==> config.mk <==
export PLATFORM = sky130hd
export DESIGN_NAME = tcc_cfg_regs
export DESIGN_NICKNAME = d
export VERILOG_FILES = /design/src/common/tcc_pkg.sv /design/src/rtl/tcc_cfg_regs.sv
export SDC_FILE = /design/constraint.sdc
export NUM_CORES = 1
export LEC_CHECK = 0
export BUFFER_PORTS_ARGS = -buffer_cell sky130_fd_sc_hd__buf_2
export CAP_MARGIN = 20
export CORE_MARGIN = 4
export CORE_UTILIZATION = 28
export CTS_CLUSTER_DIAMETER = 60
export DETAILED_ROUTE_END_ITERATION = 8
export PLACE_DENSITY = 0.42
export SKIP_LAST_GASP = 1
export SLEW_MARGIN = 20
export SYNTH_ARGS = -nofsm -noshare
export SYNTH_HDL_FRONTEND = slang
export SYNTH_SLANG_ARGS = --single-unit
export TNS_END_PERCENT = 100
==> constraint.sdc <==
create_clock -name CLK -period 5.6 [get_ports CLK]
set_clock_uncertainty 0.15 [all_clocks]
set_input_delay 1.12 -clock CLK [delete_from_list [all_inputs] [get_ports CLK]]
set_output_delay 1.12 -clock CLK [all_outputs]
set_load 0.03 [all_outputs]
==> src/common/tcc_pkg.sv <==
// Purpose: constants for the toggle/supply/debounce configuration bank
// Assumes: 250 MHz core clock, registers written by the internal serial-bus engine
// Notes: times kept in ms; cycle counts derived from the clock period
// Function
// RULE1 - period field 7:6 selects 60..90 ms
// RULE2 - duty field splits period sink/source
// RULE3 - source pull-up current from 2-bit field
// RULE4 - global mask resets 1, blocks all
// RULE5 - global mask 0: per-source masks decide
// RULE6 - weak-supply threshold select 3.0..3.3 V
// RULE7 - weak supply with enable forces sink role
// RULE8 - supply recovery restores saved port role
// RULE9 - enable bit honoured only in bus mode
// RULE10 - enable 0 disables main state machine
// RULE11 - attach debounce 120..180 ms, 111 reserved
// RULE12 - fixed-duty override alternates every 500 ms
// RULE13 - role bits decode; change triggers error recovery
// RULE14 - status set even when source masked
// RULE15 - reserved bits read back, no effect
// RULE16 - new settings applied at next interval start
`default_nettype none
package tcc_pkg;
  // ------------------------------------------------------------
  // register map
  // ------------------------------------------------------------
  localparam logic [7:0] ADDR_TOGGLE_IRQ = 8'h04;
  localparam logic [7:0] ADDR_SUPPLY_DEB = 8'h05;
  localparam logic [7:0] RST_TOGGLE_IRQ = 8'h41;
  localparam logic [7:0] RST_SUPPLY_DEB = 8'h23;
  // ------------------------------------------------------------
  // field positions
  // ------------------------------------------------------------
  localparam int PERIOD_LSB = 6;
  localparam int DUTY_LSB = 4;
  localparam int CUR_LSB = 1;
  localparam int GMASK_BIT = 0;
  localparam int THR_LSB = 5;
  localparam int FALLBACK_BIT = 4;
  localparam int ENABLE_BIT = 3;
  localparam int DEB_LSB = 0;
  // ------------------------------------------------------------
  // encodings
  // ------------------------------------------------------------
  localparam logic [2:0] ROLE_SINK = 3'h2;
  localparam logic [1:0] CUR_RESERVED = 2'h0;
  localparam logic [1:0] CUR_DEFAULT = 2'h1;
  localparam logic [2:0] DEB_RESERVED = 3'h7;
  // ------------------------------------------------------------
  // times
  // ------------------------------------------------------------
  localparam int CLK_PERIOD_PS = 4000;
  localparam int PS_PER_MS = 1000000000;
  localparam int MS_CYCLES = PS_PER_MS / CLK_PERIOD_PS;
  localparam int PERIOD_BASE_MS = 60;
  localparam int PERIOD_STEP_MS = 10;
  localparam int SINK_PCT_BASE = 60;
  localparam int PCT_STEP = 10;
  localparam int FIXED_DUTY_MS = 500;
  localparam int DEB_BASE_MS = 120;
  localparam int DEB_STEP_MS = 10;
  localparam int DEB_MAX_MS = 180;
endpackage
`default_nettype wire

==> src/rtl/tcc_cfg_regs.sv <==
// Purpose: toggle, source current, weak-supply and debounce configuration bank
// Assumes: register port driven by the on-chip serial-bus engine on CLK
// Notes: ATTACH_RAW and VDD_LOW come from analog comparators and are synchronised
`timescale 1ns/1ps
`default_nettype none
module tcc_cfg_regs #(
  parameter int MS_CYC = tcc_pkg::MS_CYCLES
) (
  input wire logic CLK,
  input wire logic RSTN,
  input wire logic REG_WE,
  input wire logic [7:0] REG_ADDR,
  input wire logic [7:0] REG_WDATA,
  output logic [7:0] REG_RDATA,
  input wire logic BUS_MODE,
  input wire logic FIXED_DUTY_EN,
  input wire logic [2:0] PORT_ROLE_CFG,
  input wire logic [7:0] IRQ_STATUS,
  input wire logic [7:0] IRQ_FILTER,
  input wire logic [7:0] SECOND_IRQ_STATUS,
  input wire logic [7:0] SECOND_IRQ_FILTER,
  input wire logic VDD_LOW,
  input wire logic ATTACH_RAW,
  output logic INT_N,
  output logic [1:0] WEAK_SUPPLY_THRESHOLD_SEL,
  output logic [1:0] SOURCE_PULLUP_CURRENT_SEL,
  output logic PRESENT_SOURCE,
  output logic ATTACH_VALID,
  output logic HOST_DISABLED_STATE,
  output logic ERR_RECOVERY,
  output logic ROLE_WR,
  output logic [2:0] ROLE_WDATA
);
  logic [7:0] tog_cfg_reg;
  logic [7:0] sup_cfg_reg;
  logic [17:0] ms_cnt_reg;
  logic ms_tick;
  logic [2:0] vdd_sync_reg;
  logic [2:0] att_sync_reg;
  logic vdd_low_reg;
  logic att_reg;
  logic [7:0] tog_ms_reg;
  logic [7:0] period_ms_reg;
  logic [7:0] sink_ms_reg;
  logic [8:0] fix_ms_reg;
  logic [1:0] auto_duty_reg;
  logic [1:0] duty_next;
  logic [7:0] deb_ms_reg;
  logic [7:0] deb_lim_reg;
  logic [3:0] role_prev_reg;
  logic [2:0] role_save_reg;
  logic fb_active_reg;
  logic role_drp;
  logic role_src;
  logic irq_any;

  localparam logic [17:0] MS_LAST = 18'(MS_CYC - 1);
  localparam logic [8:0] FIX_LAST = 9'(tcc_pkg::FIXED_DUTY_MS - 1);

  // ------------------------------------------------------------
  // register port
  // ------------------------------------------------------------
  // full byte stored so reserved bits read back [RULE15]
  always_ff @(posedge CLK or negedge RSTN) begin
    if (!RSTN) begin
      tog_cfg_reg <= tcc_pkg::RST_TOGGLE_IRQ; // [RULE4]
      sup_cfg_reg <= tcc_pkg::RST_SUPPLY_DEB;
    end else if (REG_WE) begin
      if (REG_ADDR == tcc_pkg::ADDR_TOGGLE_IRQ) tog_cfg_reg <= REG_WDATA;
      if (REG_ADDR == tcc_pkg::ADDR_SUPPLY_DEB) sup_cfg_reg <= REG_WDATA;
    end
  end

  // registered read; unmapped addresses return zero
  always_ff @(posedge CLK or negedge RSTN) begin
    if (!RSTN) begin
      REG_RDATA <= 8'h00;
    end else begin
      if (REG_ADDR == tcc_pkg::ADDR_TOGGLE_IRQ) REG_RDATA <= tog_cfg_reg;
      else if (REG_ADDR == tcc_pkg::ADDR_SUPPLY_DEB) REG_RDATA <= sup_cfg_reg;
      else REG_RDATA <= 8'h00;
    end
  end

  // ------------------------------------------------------------
  // pin synchronisers
  // ------------------------------------------------------------
  // a level counts only once stages two and three agree
  always_ff @(posedge CLK or negedge RSTN) begin
    if (!RSTN) begin
      vdd_sync_reg <= 3'h0;
      att_sync_reg <= 3'h0;
      vdd_low_reg <= 1'b0;
      att_reg <= 1'b0;
    end else begin
      vdd_sync_reg <= {vdd_sync_reg[1:0], VDD_LOW};
      att_sync_reg <= {att_sync_reg[1:0], ATTACH_RAW};
      if (vdd_sync_reg[1] == vdd_sync_reg[2]) vdd_low_reg <= vdd_sync_reg[2];
      if (att_sync_reg[1] == att_sync_reg[2]) att_reg <= att_sync_reg[2];
    end
  end

  // ------------------------------------------------------------
  // millisecond time base
  // ------------------------------------------------------------
  assign ms_tick = (ms_cnt_reg == MS_LAST);

  always_ff @(posedge CLK or negedge RSTN) begin
    if (!RSTN) ms_cnt_reg <= 18'h00000;
    else if (ms_tick) ms_cnt_reg <= 18'h00000;
    else ms_cnt_reg <= ms_cnt_reg + 18'h00001;
  end

  // ------------------------------------------------------------
  // port role decode and change detect
  // ------------------------------------------------------------
  assign role_drp = PORT_ROLE_CFG[2]; // [RULE13]
  assign role_src = !PORT_ROLE_CFG[2] && !PORT_ROLE_CFG[1] && PORT_ROLE_CFG[0];

  always_ff @(posedge CLK or negedge RSTN) begin
    if (!RSTN) begin
      role_prev_reg <= 4'h0;
      ERR_RECOVERY <= 1'b0;
    end else begin
      role_prev_reg <= {1'b1, PORT_ROLE_CFG}; // top bit: sample valid, no false change after reset
      ERR_RECOVERY <= role_prev_reg[3] && (role_prev_reg[2:0] != PORT_ROLE_CFG); // [RULE13]
    end
  end

  // ------------------------------------------------------------
  // dual-role toggling
  // ------------------------------------------------------------
  // override walks the duty codes so both durations change every 500 ms
  always_ff @(posedge CLK or negedge RSTN) begin
    if (!RSTN) begin
      fix_ms_reg <= 9'h000;
      auto_duty_reg <= 2'h0;
    end else if (ms_tick) begin
      if (fix_ms_reg == FIX_LAST) begin
        fix_ms_reg <= 9'h000;
        auto_duty_reg <= auto_duty_reg + 2'h1; // [RULE12]
      end else begin
        fix_ms_reg <= fix_ms_reg + 9'h001;
      end
    end
  end

  assign duty_next = FIXED_DUTY_EN ? auto_duty_reg : tog_cfg_reg[tcc_pkg::DUTY_LSB +: 2]; // [RULE12]

  // settings latched only at period start, so a write never tears a period
  always_ff @(posedge CLK or negedge RSTN) begin
    if (!RSTN) begin
      tog_ms_reg <= 8'h00;
      period_ms_reg <= 8'(tcc_pkg::PERIOD_BASE_MS + tcc_pkg::PERIOD_STEP_MS);
      sink_ms_reg <= 8'(tcc_pkg::SINK_PCT_BASE * (tcc_pkg::PERIOD_BASE_MS + tcc_pkg::PERIOD_STEP_MS) / 100);
      SOURCE_PULLUP_CURRENT_SEL <= tcc_pkg::CUR_DEFAULT;
    end else if (!role_drp || HOST_DISABLED_STATE || ATTACH_VALID ||
                 (ms_tick && tog_ms_reg >= period_ms_reg - 8'h01)) begin
      tog_ms_reg <= 8'h00;
      period_ms_reg <= 8'(tcc_pkg::PERIOD_BASE_MS) +
        8'(tcc_pkg::PERIOD_STEP_MS) * {6'h00, tog_cfg_reg[tcc_pkg::PERIOD_LSB +: 2]}; // [RULE1] [RULE16]
      // period and share are both tens, so sink ms is a product of tenths
      sink_ms_reg <= (8'(tcc_pkg::PERIOD_BASE_MS / tcc_pkg::PCT_STEP) + {6'h00, tog_cfg_reg[tcc_pkg::PERIOD_LSB +: 2]})
        * (8'(tcc_pkg::SINK_PCT_BASE / tcc_pkg::PCT_STEP) - {6'h00, duty_next}); // [RULE2]
      // reserved current code falls back to default strength
      SOURCE_PULLUP_CURRENT_SEL <= (tog_cfg_reg[tcc_pkg::CUR_LSB +: 2] == tcc_pkg::CUR_RESERVED) ?
        tcc_pkg::CUR_DEFAULT : tog_cfg_reg[tcc_pkg::CUR_LSB +: 2]; // [RULE3]
    end else if (ms_tick) begin
      tog_ms_reg <= tog_ms_reg + 8'h01;
    end
  end

  // sink share first, then source share
  always_ff @(posedge CLK or negedge RSTN) begin
    if (!RSTN) PRESENT_SOURCE <= 1'b0;
    else if (role_drp) PRESENT_SOURCE <= (tog_ms_reg >= sink_ms_reg); // [RULE2]
    else PRESENT_SOURCE <= role_src;
  end

  // ------------------------------------------------------------
  // attach debounce
  // ------------------------------------------------------------
  // limit latched while no attach is seen, i.e. at interval start
  always_ff @(posedge CLK or negedge RSTN) begin
    if (!RSTN) begin
      deb_ms_reg <= 8'h00;
      deb_lim_reg <= 8'(tcc_pkg::DEB_BASE_MS + 3 * tcc_pkg::DEB_STEP_MS);
      ATTACH_VALID <= 1'b0;
    end else if (!att_reg) begin
      deb_ms_reg <= 8'h00;
      ATTACH_VALID <= 1'b0;
      if (sup_cfg_reg[tcc_pkg::DEB_LSB +: 3] == tcc_pkg::DEB_RESERVED)
        deb_lim_reg <= 8'(tcc_pkg::DEB_MAX_MS); // [RULE11]
      else
        deb_lim_reg <= 8'(tcc_pkg::DEB_BASE_MS) +
          8'(tcc_pkg::DEB_STEP_MS) * {5'h00, sup_cfg_reg[tcc_pkg::DEB_LSB +: 3]}; // [RULE11] [RULE16]
    end else begin
      if (ms_tick && deb_ms_reg < deb_lim_reg) deb_ms_reg <= deb_ms_reg + 8'h01;
      ATTACH_VALID <= (deb_ms_reg >= deb_lim_reg); // [RULE11]
    end
  end

  // ------------------------------------------------------------
  // weak-supply sink fall-back
  // ------------------------------------------------------------
  // comparator threshold follows the field directly
  always_ff @(posedge CLK or negedge RSTN) begin
    if (!RSTN) WEAK_SUPPLY_THRESHOLD_SEL <= tcc_pkg::RST_SUPPLY_DEB[tcc_pkg::THR_LSB +: 2];
    else WEAK_SUPPLY_THRESHOLD_SEL <= sup_cfg_reg[tcc_pkg::THR_LSB +: 2]; // [RULE6]
  end

  // disabling the fall-back while active also restores the role
  always_ff @(posedge CLK or negedge RSTN) begin
    if (!RSTN) begin
      fb_active_reg <= 1'b0;
      role_save_reg <= 3'h0;
      ROLE_WR <= 1'b0;
      ROLE_WDATA <= 3'h0;
    end else begin
      ROLE_WR <= 1'b0;
      if (!fb_active_reg && vdd_low_reg && sup_cfg_reg[tcc_pkg::FALLBACK_BIT]) begin
        fb_active_reg <= 1'b1;
        role_save_reg <= PORT_ROLE_CFG; // [RULE7]
        ROLE_WR <= 1'b1;
        ROLE_WDATA <= tcc_pkg::ROLE_SINK; // [RULE7]
      end else if (fb_active_reg && (!vdd_low_reg || !sup_cfg_reg[tcc_pkg::FALLBACK_BIT])) begin
        fb_active_reg <= 1'b0;
        ROLE_WR <= 1'b1;
        ROLE_WDATA <= role_save_reg; // [RULE8]
      end
    end
  end

  // ------------------------------------------------------------
  // enable and interrupt output
  // ------------------------------------------------------------
  always_ff @(posedge CLK or negedge RSTN) begin
    if (!RSTN) HOST_DISABLED_STATE <= 1'b0;
    else HOST_DISABLED_STATE <= BUS_MODE && !sup_cfg_reg[tcc_pkg::ENABLE_BIT]; // [RULE9] [RULE10]
  end

  // status bits are latched upstream regardless of mask; only the pin is gated
  assign irq_any = |(IRQ_STATUS & ~IRQ_FILTER) || |(SECOND_IRQ_STATUS & ~SECOND_IRQ_FILTER); // [RULE5] [RULE14]

  always_ff @(posedge CLK or negedge RSTN) begin
    if (!RSTN) INT_N <= 1'b1;
    else INT_N <= !(irq_any && !tog_cfg_reg[tcc_pkg::GMASK_BIT]); // [RULE4] [RULE5]
  end

  // ------------------------------------------------------------
  // assertions
  // ------------------------------------------------------------
  property p_gmask;
    @(posedge CLK) disable iff (!RSTN) tog_cfg_reg[0] |=> INT_N;
  endproperty
  a_gmask: assert property (p_gmask) else $error("interrupt passed global mask"); // [RULE4]

  property p_unmasked;
    @(posedge CLK) disable iff (!RSTN) (!tog_cfg_reg[0] && irq_any) |=> !INT_N;
  endproperty
  a_unmasked: assert property (p_unmasked) else $error("unmasked interrupt not driven"); // [RULE5]

  property p_force_sink;
    @(posedge CLK) disable iff (!RSTN) (!fb_active_reg && vdd_low_reg && sup_cfg_reg[4])
      |=> (ROLE_WR && ROLE_WDATA == 3'h2 && fb_active_reg);
  endproperty
  a_force_sink: assert property (p_force_sink) else $error("fall-back did not force sink"); // [RULE7]

  property p_restore;
    @(posedge CLK) disable iff (!RSTN) (fb_active_reg && !vdd_low_reg)
      |=> (ROLE_WR && ROLE_WDATA == $past(role_save_reg));
  endproperty
  a_restore: assert property (p_restore) else $error("role not restored"); // [RULE8]

  property p_pinmode;
    @(posedge CLK) disable iff (!RSTN) !BUS_MODE |=> !HOST_DISABLED_STATE;
  endproperty
  a_pinmode: assert property (p_pinmode) else $error("enable honoured in pin mode"); // [RULE9]

  property p_disable;
    @(posedge CLK) disable iff (!RSTN) (BUS_MODE && !sup_cfg_reg[3]) |=> HOST_DISABLED_STATE;
  endproperty
  a_disable: assert property (p_disable) else $error("disable not applied"); // [RULE10]

  property p_errrec;
    @(posedge CLK) disable iff (!RSTN) (PORT_ROLE_CFG != $past(PORT_ROLE_CFG)) |=> ERR_RECOVERY;
  endproperty
  a_errrec: assert property (p_errrec) else $error("role change without recovery"); // [RULE13]

  property p_cur;
    @(posedge CLK) disable iff (!RSTN) SOURCE_PULLUP_CURRENT_SEL != 2'h0;
  endproperty
  a_cur: assert property (p_cur) else $error("reserved current code driven"); // [RULE3]

  property p_period;
    @(posedge CLK) disable iff (!RSTN) (period_ms_reg >= 8'h3c && period_ms_reg <= 8'h5a && sink_ms_reg < period_ms_reg);
  endproperty
  a_period: assert property (p_period) else $error("toggle period out of range"); // [RULE1]
endmodule
`default_nettype wire
* Word level (Yosys, flattened, before mapping)
Index checks and enable logic that the tools add are counted. W data, S select, Z words.
Storage, ports and cells: bits in registers 122, latch bits 0, bits in writable memories 0, ROM bits 0, input bits 58, output and inout port bits 21, word-level logic and storage cells 107, memories kept 0
Cells by class: add/sub/neg operators 10, multipliers 3, div/mod/pow operators 0, order comparisons 4, equality and inequality tests 9, shifts and indexed selects 0, muxes and demuxes 19, bitwise gates (word level) 4, reductions and logical operators 31
Operators by type and width (number):
- $mux W8 | 7
- $ge A8 B8 Y1 | 3
- $add A18 B1 Y18 const B | 1
- $eq A18 B18 Y1 const B | 1
- $mux W18 | 1
- $add A8 B1 Y8 const B | 2
- $and A8 B8 Y8 | 2
- $eq A8 B3 Y1 const B | 2
- $not A8 Y8 | 2
- $reduce_or A8 Y1 | 2
- $logic_and A1 B1 Y1 | 10
- $add A9 B1 Y9 const B | 1
- $eq A9 B9 Y1 const B | 1
- $mux W9 | 1
- $add A7 B7 Y8 const A | 1
- $logic_not A1 Y1 | 8
- $lt A8 B8 Y1 | 1
- $mul A5 B4 Y8 | 1
- $sub A8 B1 Y8 const B | 1
- $add A6 B6 Y7 const A | 1
- $mul A3 B3 Y6 const A | 1
- $mux W1 | 6
- $mux W3 | 2
- $reduce_and A2 Y1 | 3
- 12 further kinds | 19

* Logic depth before layout (Yosys ltp)
Gate-level depths: netlist of run 1.
depth after elaboration 6, mapped depth 11

* Least setup slack after synthesis of run 1
Ideal clock, no wire load.
kind input-to-reg, start point input FIXED_DUTY_EN, end point register sink_ms_reg[6], library setup time 0.125 ns, arrival time 3.596 ns, data required time 5.325 ns, path slack 1.729 ns, cell stages on the path 10, path through mux2i_1 -> inv_1 -> ha_1 -> nor2_1 -> ha_1 -> fa_1 -> fa_1 -> a21o_1 -> a21oi_1 -> mux2i_1
Between the ends: cells in the longest elaborated chain, start to end 3
RTL lines:
- start: declaration | RTL line tcc_cfg_regs.sv:16 | input wire logic FIXED_DUTY_EN,
- $mux W2 | RTL line tcc_cfg_regs.sv:148 | assign duty_next = FIXED_DUTY_EN ? auto_duty_reg : tog_cfg_reg[tcc_pkg::DUTY_LSB +: 2];
- $sub A3 B2 Y4 | RTL line tcc_cfg_regs.sv:164 | * (8'(tcc_pkg::SINK_PCT_BASE / tcc_pkg::PCT_STEP) - {6'h00, duty_next});
- $mul A5 B4 Y8 | RTL line tcc_cfg_regs.sv:164
- end signal: assignment | RTL line tcc_cfg_regs.sv:155 | sink_ms_reg <= 8'(tcc_pkg::SINK_PCT_BASE * (tcc_pkg::PERIOD_BASE_MS + tcc_pkg::PERIOD_STEP_MS) / 100);
- end signal: assignment | RTL line tcc_cfg_regs.sv:163 | sink_ms_reg <= (8'(tcc_pkg::PERIOD_BASE_MS / tcc_pkg::PCT_STEP) + {6'h00, tog_cfg_reg[tcc_pkg::PERIOD_LSB +: 2 ...
- end: declaration | RTL line tcc_cfg_regs.sv:44 | logic [7:0] sink_ms_reg;
No other way between the ends. A chain may end at the register's enable or synchronous reset.

* Final worst setup path of run 1
Ends and elaborated chain as after synthesis.

==> impl_metrics.ini, run 1 <==
[run_status]
outcome = completed

[yosys]
yosysMostFrequentCell = dfrtp_1
netlist-cell-type-count = 60
synth_top_cell_by_area = dfrtp_1
synthArstFlopShare_pct = 100.0
synth_cells = 563
synth-seq-cells = 119
ys.flop_type = dfrtp_1
ys_top_cells_by_area = dfrtp_1, ha_1, dfstp_2
synthTopCellsByCount = dfrtp_1, inv_1, ha_1
ys_seq_area_share_pct = 48.22
synth_warnings = 0
synth_top_area_share_pct = 40.62
syn_area_per_cell_sq_um = 11.05
synth_edf_count = 0
syn_nets = 670
syn_area_sq_um = 6222

[critical_path]
critPathTopFamily = adder cells
crit_slowest_cell = fa_1
path_cells = buf_2 > mux2i_1 > inv_1 > ha_1 > nor2_1 > ha_1 > fa_1 > fa_1 > a21o_1 > a21oi_1 > mux2i_1
required_ns = 5.73
cp_max_fo = 5
r2r_slack_ns = 2.00
arrival_ns = 3.96
endpoint_kind = flop
cp_num_buf_inv = 2
critical_path_class = primary input to flop
cp-start-kind = primary input
cpPeakStageDelay_ns = 0.54

[final_layout]
final_util_pct = 34.52
antenna_cells = 0
largest_reg_flops = 18
n_fill_cell = 2175
drive_gt1_share_pct = 25.49
area_delta_synth_final_pct = 21.07
seq_area_sq_um = 3000
nets = 757
multi_input_area_sq_um = 2977

[global_route]
grt_pass1_wl_mm = 23.29
grt_pass1_vias = 4586
grtUsageTotal_pct = 11.87
grt.overflow.total = 0
antenna_found_initial = 0
grt_max_degree = 67

[die]
die_w_um = 157.1
die_area_sq_um = 24670
std_cell_rows = 54
coreArea_sq_um = 21820
die_h_um = 157.1
io_pins = 79
floorplan.initialDensity_pct = 28.51

[clocking]
hold_buffers = 0
post_cts_buffers = 0
numCtsBuffers = 17
cts_tree = yes
cts-root-buf = clkbuf_16
clk_path_buf_depth = 2
clock_latency_ns = 0.42
clock_sinks = 119
cts_resized = 0
cts_max_level = 4
clkTransAtPathRegs_ns = 0.06

[detailed_routing]
routedWlPerCell_um = 14.91
vias = 4405
drt_iter0_drc = 190
ant_nets = 0
firstDrtPassIters = 4
drt-total-wl_mm = 14.06
vias_per_cell = 4.671
drc_errors = 0

[place]
dpl_worst_slack_ns = 1.305
gp_congestion = 0.7320
io_buffers = 78
hpwlAfterDp_mm = 10.26

[timing]
setup_viol = 0
tightest_slew_ns = 1.063
drv_slew = 0
finalCritPeriodShare_pct = 68.39
finalHoldViolations = 0
rsz0062_at_grt = no
max_slew_margin_pct = 29.15
setup_ws_ns = 1.770
finalCriticalPeriod_ns = 3.830
tns_ns = 0
max_freq_mhz = 261.1

[run]
max-cap-violations = 0

[hold_path]
hold_path_class = flop to flop

[power_and_ir_drop]
vdd_ir_drop_max_uv = 169.5
p_per_area_nw_per_um2 = 304.0
p_leak_nw = 3.692
[final cells by class]
cell class | count | share of cell area [%]
clock buffer | 18 | 5.830
clock inverter | 14 | 2.325
inverter | 47 | 2.342
multi-input combinational | 384 | 39.51
sequential | 119 | 39.83
tap | 280 | 4.650
timing repair buffer | 81 | 5.514
[worst paths after layout]
check | to | start | cells past startpoint
worst max-delay path | sink_ms_reg[6]$_DFFE_PN0P_ | FIXED_DUTY_EN | 11
worst min-delay path | vdd_sync_reg[1]$_DFF_PN0_ | vdd_sync_reg[0]$_DFF_PN0_ | 0
worst max register to register | tog_ms_reg[0]$_DFFE_PN0P_ | period_ms_reg[1]$_DFFE_PN1P_ | 9
worst min register to register | vdd_sync_reg[1]$_DFF_PN0_ | vdd_sync_reg[0]$_DFF_PN0_ | 0
min in group asynchronous | tog_ms_reg[4]$_DFFE_PN0P_ | RSTN | 1
max in group asynchronous | deb_ms_reg[7]$_DFFE_PN0P_ | RSTN | 2
[through the flow]
step | instance area [sq um] | cells | hold slack (ns) | power (mW)
2_1_floorplan | 6222 | 563 | 0.1812 | 1.093
3_5_place_dp | 6919 | 911 | 0.1865 | 1.181
6_report | 7533 | 943 | 0.1992 | 2.290
3_3_place_gp | 6919 | 911 | 0.1846 | 1.175
4_1_cts | 7533 | 943 | 0.2024 | 2.332
5_1_grt | 7533 | 943 | 0.2158 | 2.398
[worst reg2reg max path: cells and delay by family (launching register included)]
kind	cells	cell delay, ns
flip-flops	1	0.56
adder cells (fa/ha/maj)	2	0.52
AND/OR/NAND/NOR	1	0.58
buffers and inverters	1	0.07
multiplexers	1	0.26
AO/OA/AOI/OAI	3	1.27
XOR/XNOR	1	0.13
[logic make-up after synthesis]
kind of cell / count (synthesis) / share of synthesized area (%)
other: 1 / 0.06027
and+or+nand+nor: 173 / 14.68
DFF: 119 / 48.22
adders and majority gates: 51 / 10.54
muxes: 55 / 9.672
AOI/OAI and AO/OA: 75 / 8.808
buffers and inverters: 60 / 3.941
xor gates and xnor gates: 29 / 4.082
[where the power goes]
group | internal [mW] | switching [mW]
clock | 0.714 | 0.415
sequential | 0.913 | 0.0358
combinational | 0.0945 | 0.117
total | 1.72 | 0.568
[layer usage]
metal  vias to the layer above  global-route usage (%)  wire length, um
met1                      2185                   15.31             6480
li1                       2155                       -                -
met3                        20                   3.244              416
met5                         -                       0                0
met2                        45                   19.73             7004
met4                         0                   3.236              157
[placed cells by master, fill, tap and decap left out, types with 10 or more instances in the layout]
cell type	netlist	final
a22o_1	10	10
ha_1	46	46
dfstp_2	18	18
mux2i_1	26	26
nand2_1	40	40
nor2_1	39	39
a21oi_1	10	10
inv_1	47	47
nand3_1	18	18
mux2_2	23	23
nand2b_1	12	12
xnor2_1	15	15
dfrtp_1	101	101
clkbuf_16	0	17
buf_2	4	77
o21ai_0	11	11
xor2_1	14	14
(Power assumes the default switching activity.)
==> run 2, diff against run 1 <==
--- a/config.mk
+++ b/config.mk
@@ -5,13 +5,14 @@
 export SDC_FILE = /design/constraint.sdc
 export NUM_CORES = 1
 export LEC_CHECK = 0
+export ABC_AREA = 1
 export BUFFER_PORTS_ARGS = -buffer_cell sky130_fd_sc_hd__buf_2
 export CAP_MARGIN = 20
 export CORE_MARGIN = 4
 export CORE_UTILIZATION = 28
 export CTS_CLUSTER_DIAMETER = 60
 export DETAILED_ROUTE_END_ITERATION = 8
-export PLACE_DENSITY = 0.42
+export PLACE_DENSITY = 0.41
 export SKIP_LAST_GASP = 1
 export SLEW_MARGIN = 20
 export SYNTH_ARGS = -nofsm -noshare
==> constraint.sdc (replaced) <==
create_clock -name CLK -period 3.9 [get_ports CLK]
set_clock_uncertainty 0.15 [all_clocks]
set_input_delay 0.78 -clock CLK [delete_from_list [all_inputs] [get_ports CLK]]
set_output_delay 0.78 -clock CLK [all_outputs]
set_load 0.03 [all_outputs]
==> run 2 against run 1 <==
First-iteration DRC count rose by 11%. Worst setup slack worse by 1.1 ns. Register-to-register slack worse by 1.3 ns. Critical path depth unchanged. Total power rose by 42%. Die area increased by 7.5%. Combinational power increased by 62%. Core utilization fell by 0.39 points. Final cell count increased by 31%. Via count is 18% higher. Global-route usage grew 0.58 points. Area after synthesis grew 8.0%. Highest routed layer unchanged.
==> impl_metrics.ini, run 2 <==
[timing]
drv_slew = 0
finalHoldViolations = 0
finalCritPeriodShare_pct = 82.76
setup_viol = 0
tightest_slew_ns = 0.8263
max_freq_mhz = 309.8
finalCriticalPeriod_ns = 3.227
tns_ns = 0
max_slew_margin_pct = 44.91
rsz0062_at_grt = no

[power_and_ir_drop]
p_leak_nw = 4.254
p_seq_share_pct = 42.1
power_frac_comb_pct = 10.5
vdd_ir_drop_max_uv = 229.6
p_per_area_nw_per_um2 = 405.6
p_switching_uw = 898.9
total_power_mw = 3.258
pwr-share-clk_pct = 47.4
p_sw_share_pct = 27.59
p_int_mw = 2.360

[critical_path]
r2r_slack_ns = 0.74
cp-endpoint = sink_ms_reg[4]$_DFFE_PN0P_
r2r.worst_path.cells = 10
required_ns = 4.05
cp_max_fo = 4
r2r_end = sink_ms_reg[4]$_DFFE_PN0P_
cp-start-kind = primary input
critical_path_class = primary input to flop
arrival_ns = 3.37
endpoint_kind = flop
worstSetupStartpoint = FIXED_DUTY_EN
reg2reg_from = tog_cfg_reg[5]$_DFFE_PN0P_

[global_route]
grtUsageTotal_pct = 12.45
grt_max_degree = 53
grt_pass1_wl_mm = 26.79
grt.overflow.total = 0
antenna_found_initial = 0
grt_pass1_vias = 5369

[clocking]
cts_resized = 0
cts_max_level = 4
clock_sinks = 119
hold_buffers = 0
clkTransAtPathRegs_ns = 0.06
post_cts_buffers = 0
cts-root-buf = clkbuf_16
clock_latency_ns = 0.42
clk_path_buf_depth = 2
cts_tree = yes
numCtsBuffers = 17

[yosys]
synth_top_area_share_pct = 37.62
synthArstFlopShare_pct = 100.0
yosysMostFrequentCell = nand2_1
synth_edf_count = 0
syn_nets = 923
synth-seq-cells = 119
synth_cells = 816
ys.flop_type = dfrtp_1
ys_top_cells_by_area = dfrtp_1, nand2_1, ha_1
synth_top_cell_by_area = dfrtp_1
synth_warnings = 0
synthTopCellsByCount = nand2_1, inv_1, dfrtp_1
syn_area_per_cell_sq_um = 8.232
syn_area_sq_um = 6718
netlist-cell-type-count = 41
ys_seq_area_share_pct = 44.66

[detailed_routing]
drt-total-wl_mm = 15.40
drt_iter0_drc = 210
firstDrtPassIters = 5
vias = 5191
drc_errors = 0
routedWlPerCell_um = 12.44
ant_nets = 0
vias_per_cell = 4.193

[die]
coreArea_sq_um = 23540
std_cell_rows = 56
die_w_um = 162.9
io_pins = 79
die_h_um = 162.9
floorplan.initialDensity_pct = 28.53
die_area_sq_um = 26530

[place]
io_buffers = 78
gp_congestion = 0.7425
hpwlAfterDp_mm = 11.43
placed_area_sq_um = 7458

[hold_path]
hold_path_class = flop to flop

[final_layout]
final_util_pct = 34.13
postLayoutCellArea_sq_um = 8034
n_fill_cell = 2557
antenna_cells = 0
drive_gt1_share_pct = 17.63
layout_commonest_cell = nand2_1
final_cell_mix = nand2_1, inv_1, dfrtp_1
largest_reg_flops = 18
area_delta_synth_final_pct = 19.59
nets = 1013

[run_status]
outcome = completed

[run]
max-cap-violations = 0
run 2: changes by cell type after synthesis, sizes merged, moves of 10 or more:
cell and change:
o21ai +24, nand2b -12, inv +82, mux2i -26, nand2 +185, a22o -10
nor2 +46, mux2 -29, nand3 +44
run 2: through the flow:
step	std cells	setup WS [ns]	hold WS, ns
final	1238	0.6725	0.1982
after global routing	1238	0.4383	0.2113
after CTS	1238	0.6598	0.2010
after detailed placement	1206	0.2435	0.1862
after global placement	1206	0.2792	0.1837
after floorplan	816	0.5516	0.1812
run 2: kinds of logic after synthesis:
kind of cell / share of synthesized area [%]
adders and majority gates: 9.760
AOI/OAI and AO/OA: 6.500
buffers and inverters: 8.549
xor gates and xnor gates: 4.042
and+or+nand+nor: 26.43
other: 0.05582
DFF: 44.66
run 2: final cells by class:
| cell class | instances | area, sq um | area share, % |
|---|---|---|---|
| multi-input combinational | 557 | 3143 | 39.12 |
| inverter | 130 | 488.0 | 6.074 |
| timing repair buffer | 81 | 427.9 | 5.326 |
| clock buffer | 18 | 439.2 | 5.466 |
| tap | 319 | 399.1 | 4.968 |
| clock inverter | 14 | 136.4 | 1.698 |
| sequential | 119 | 3000 | 37.35 |
run 2: worst min-delay path by stage:
stage / end / startpoint / slack, ns / depth (start not counted)
4_1_cts: att_sync_reg[1]$_DFF_PN0_ / att_sync_reg[0]$_DFF_PN0_ / 0.20 / 0
6_report: att_sync_reg[1]$_DFF_PN0_ / att_sync_reg[0]$_DFF_PN0_ / 0.20 / 0
3_3_place_gp: att_sync_reg[1]$_DFF_PN0_ / att_sync_reg[0]$_DFF_PN0_ / 0.18 / 0
5_1_grt: att_sync_reg[1]$_DFF_PN0_ / att_sync_reg[0]$_DFF_PN0_ / 0.21 / 0
2_1_floorplan: att_sync_reg[1]$_DFF_PN0_ / att_sync_reg[0]$_DFF_PN0_ / 0.18 / 0
3_5_place_dp: att_sync_reg[1]$_DFF_PN0_ / att_sync_reg[0]$_DFF_PN0_ / 0.19 / 0
run 2: critical path, stage by stage:
cell	delay, ns
buf_2	0.12
o21ai_0	0.29
inv_1	0.09
ha_1	0.34
nor2_1	0.15
ha_1	0.27
fa_1	0.54
fa_1	0.48
xor2_1	0.18
nand3_1	0.08
nand2_1	0.06
run 2: per-layer routing:
metal  vias up  share of wire (%)  track usage [%]
li1       2748                  -                -
met2        97                 45            19.79
met1      2335                 50            16.86
met4         0                1.2            3.431
met5         -                  0                0
met3        11                4.5            3.214
run 2: power by group through the flow:
stage	clock [mW]	combinational (mW)	sequential [mW]
global route	1.66	0.401	1.38
finish	1.54	0.343	1.37
floorplan	0	0.192	1.42
detailed placement	0	0.352	1.39
CTS	1.60	0.354	1.37
global placement	0	0.349	1.39
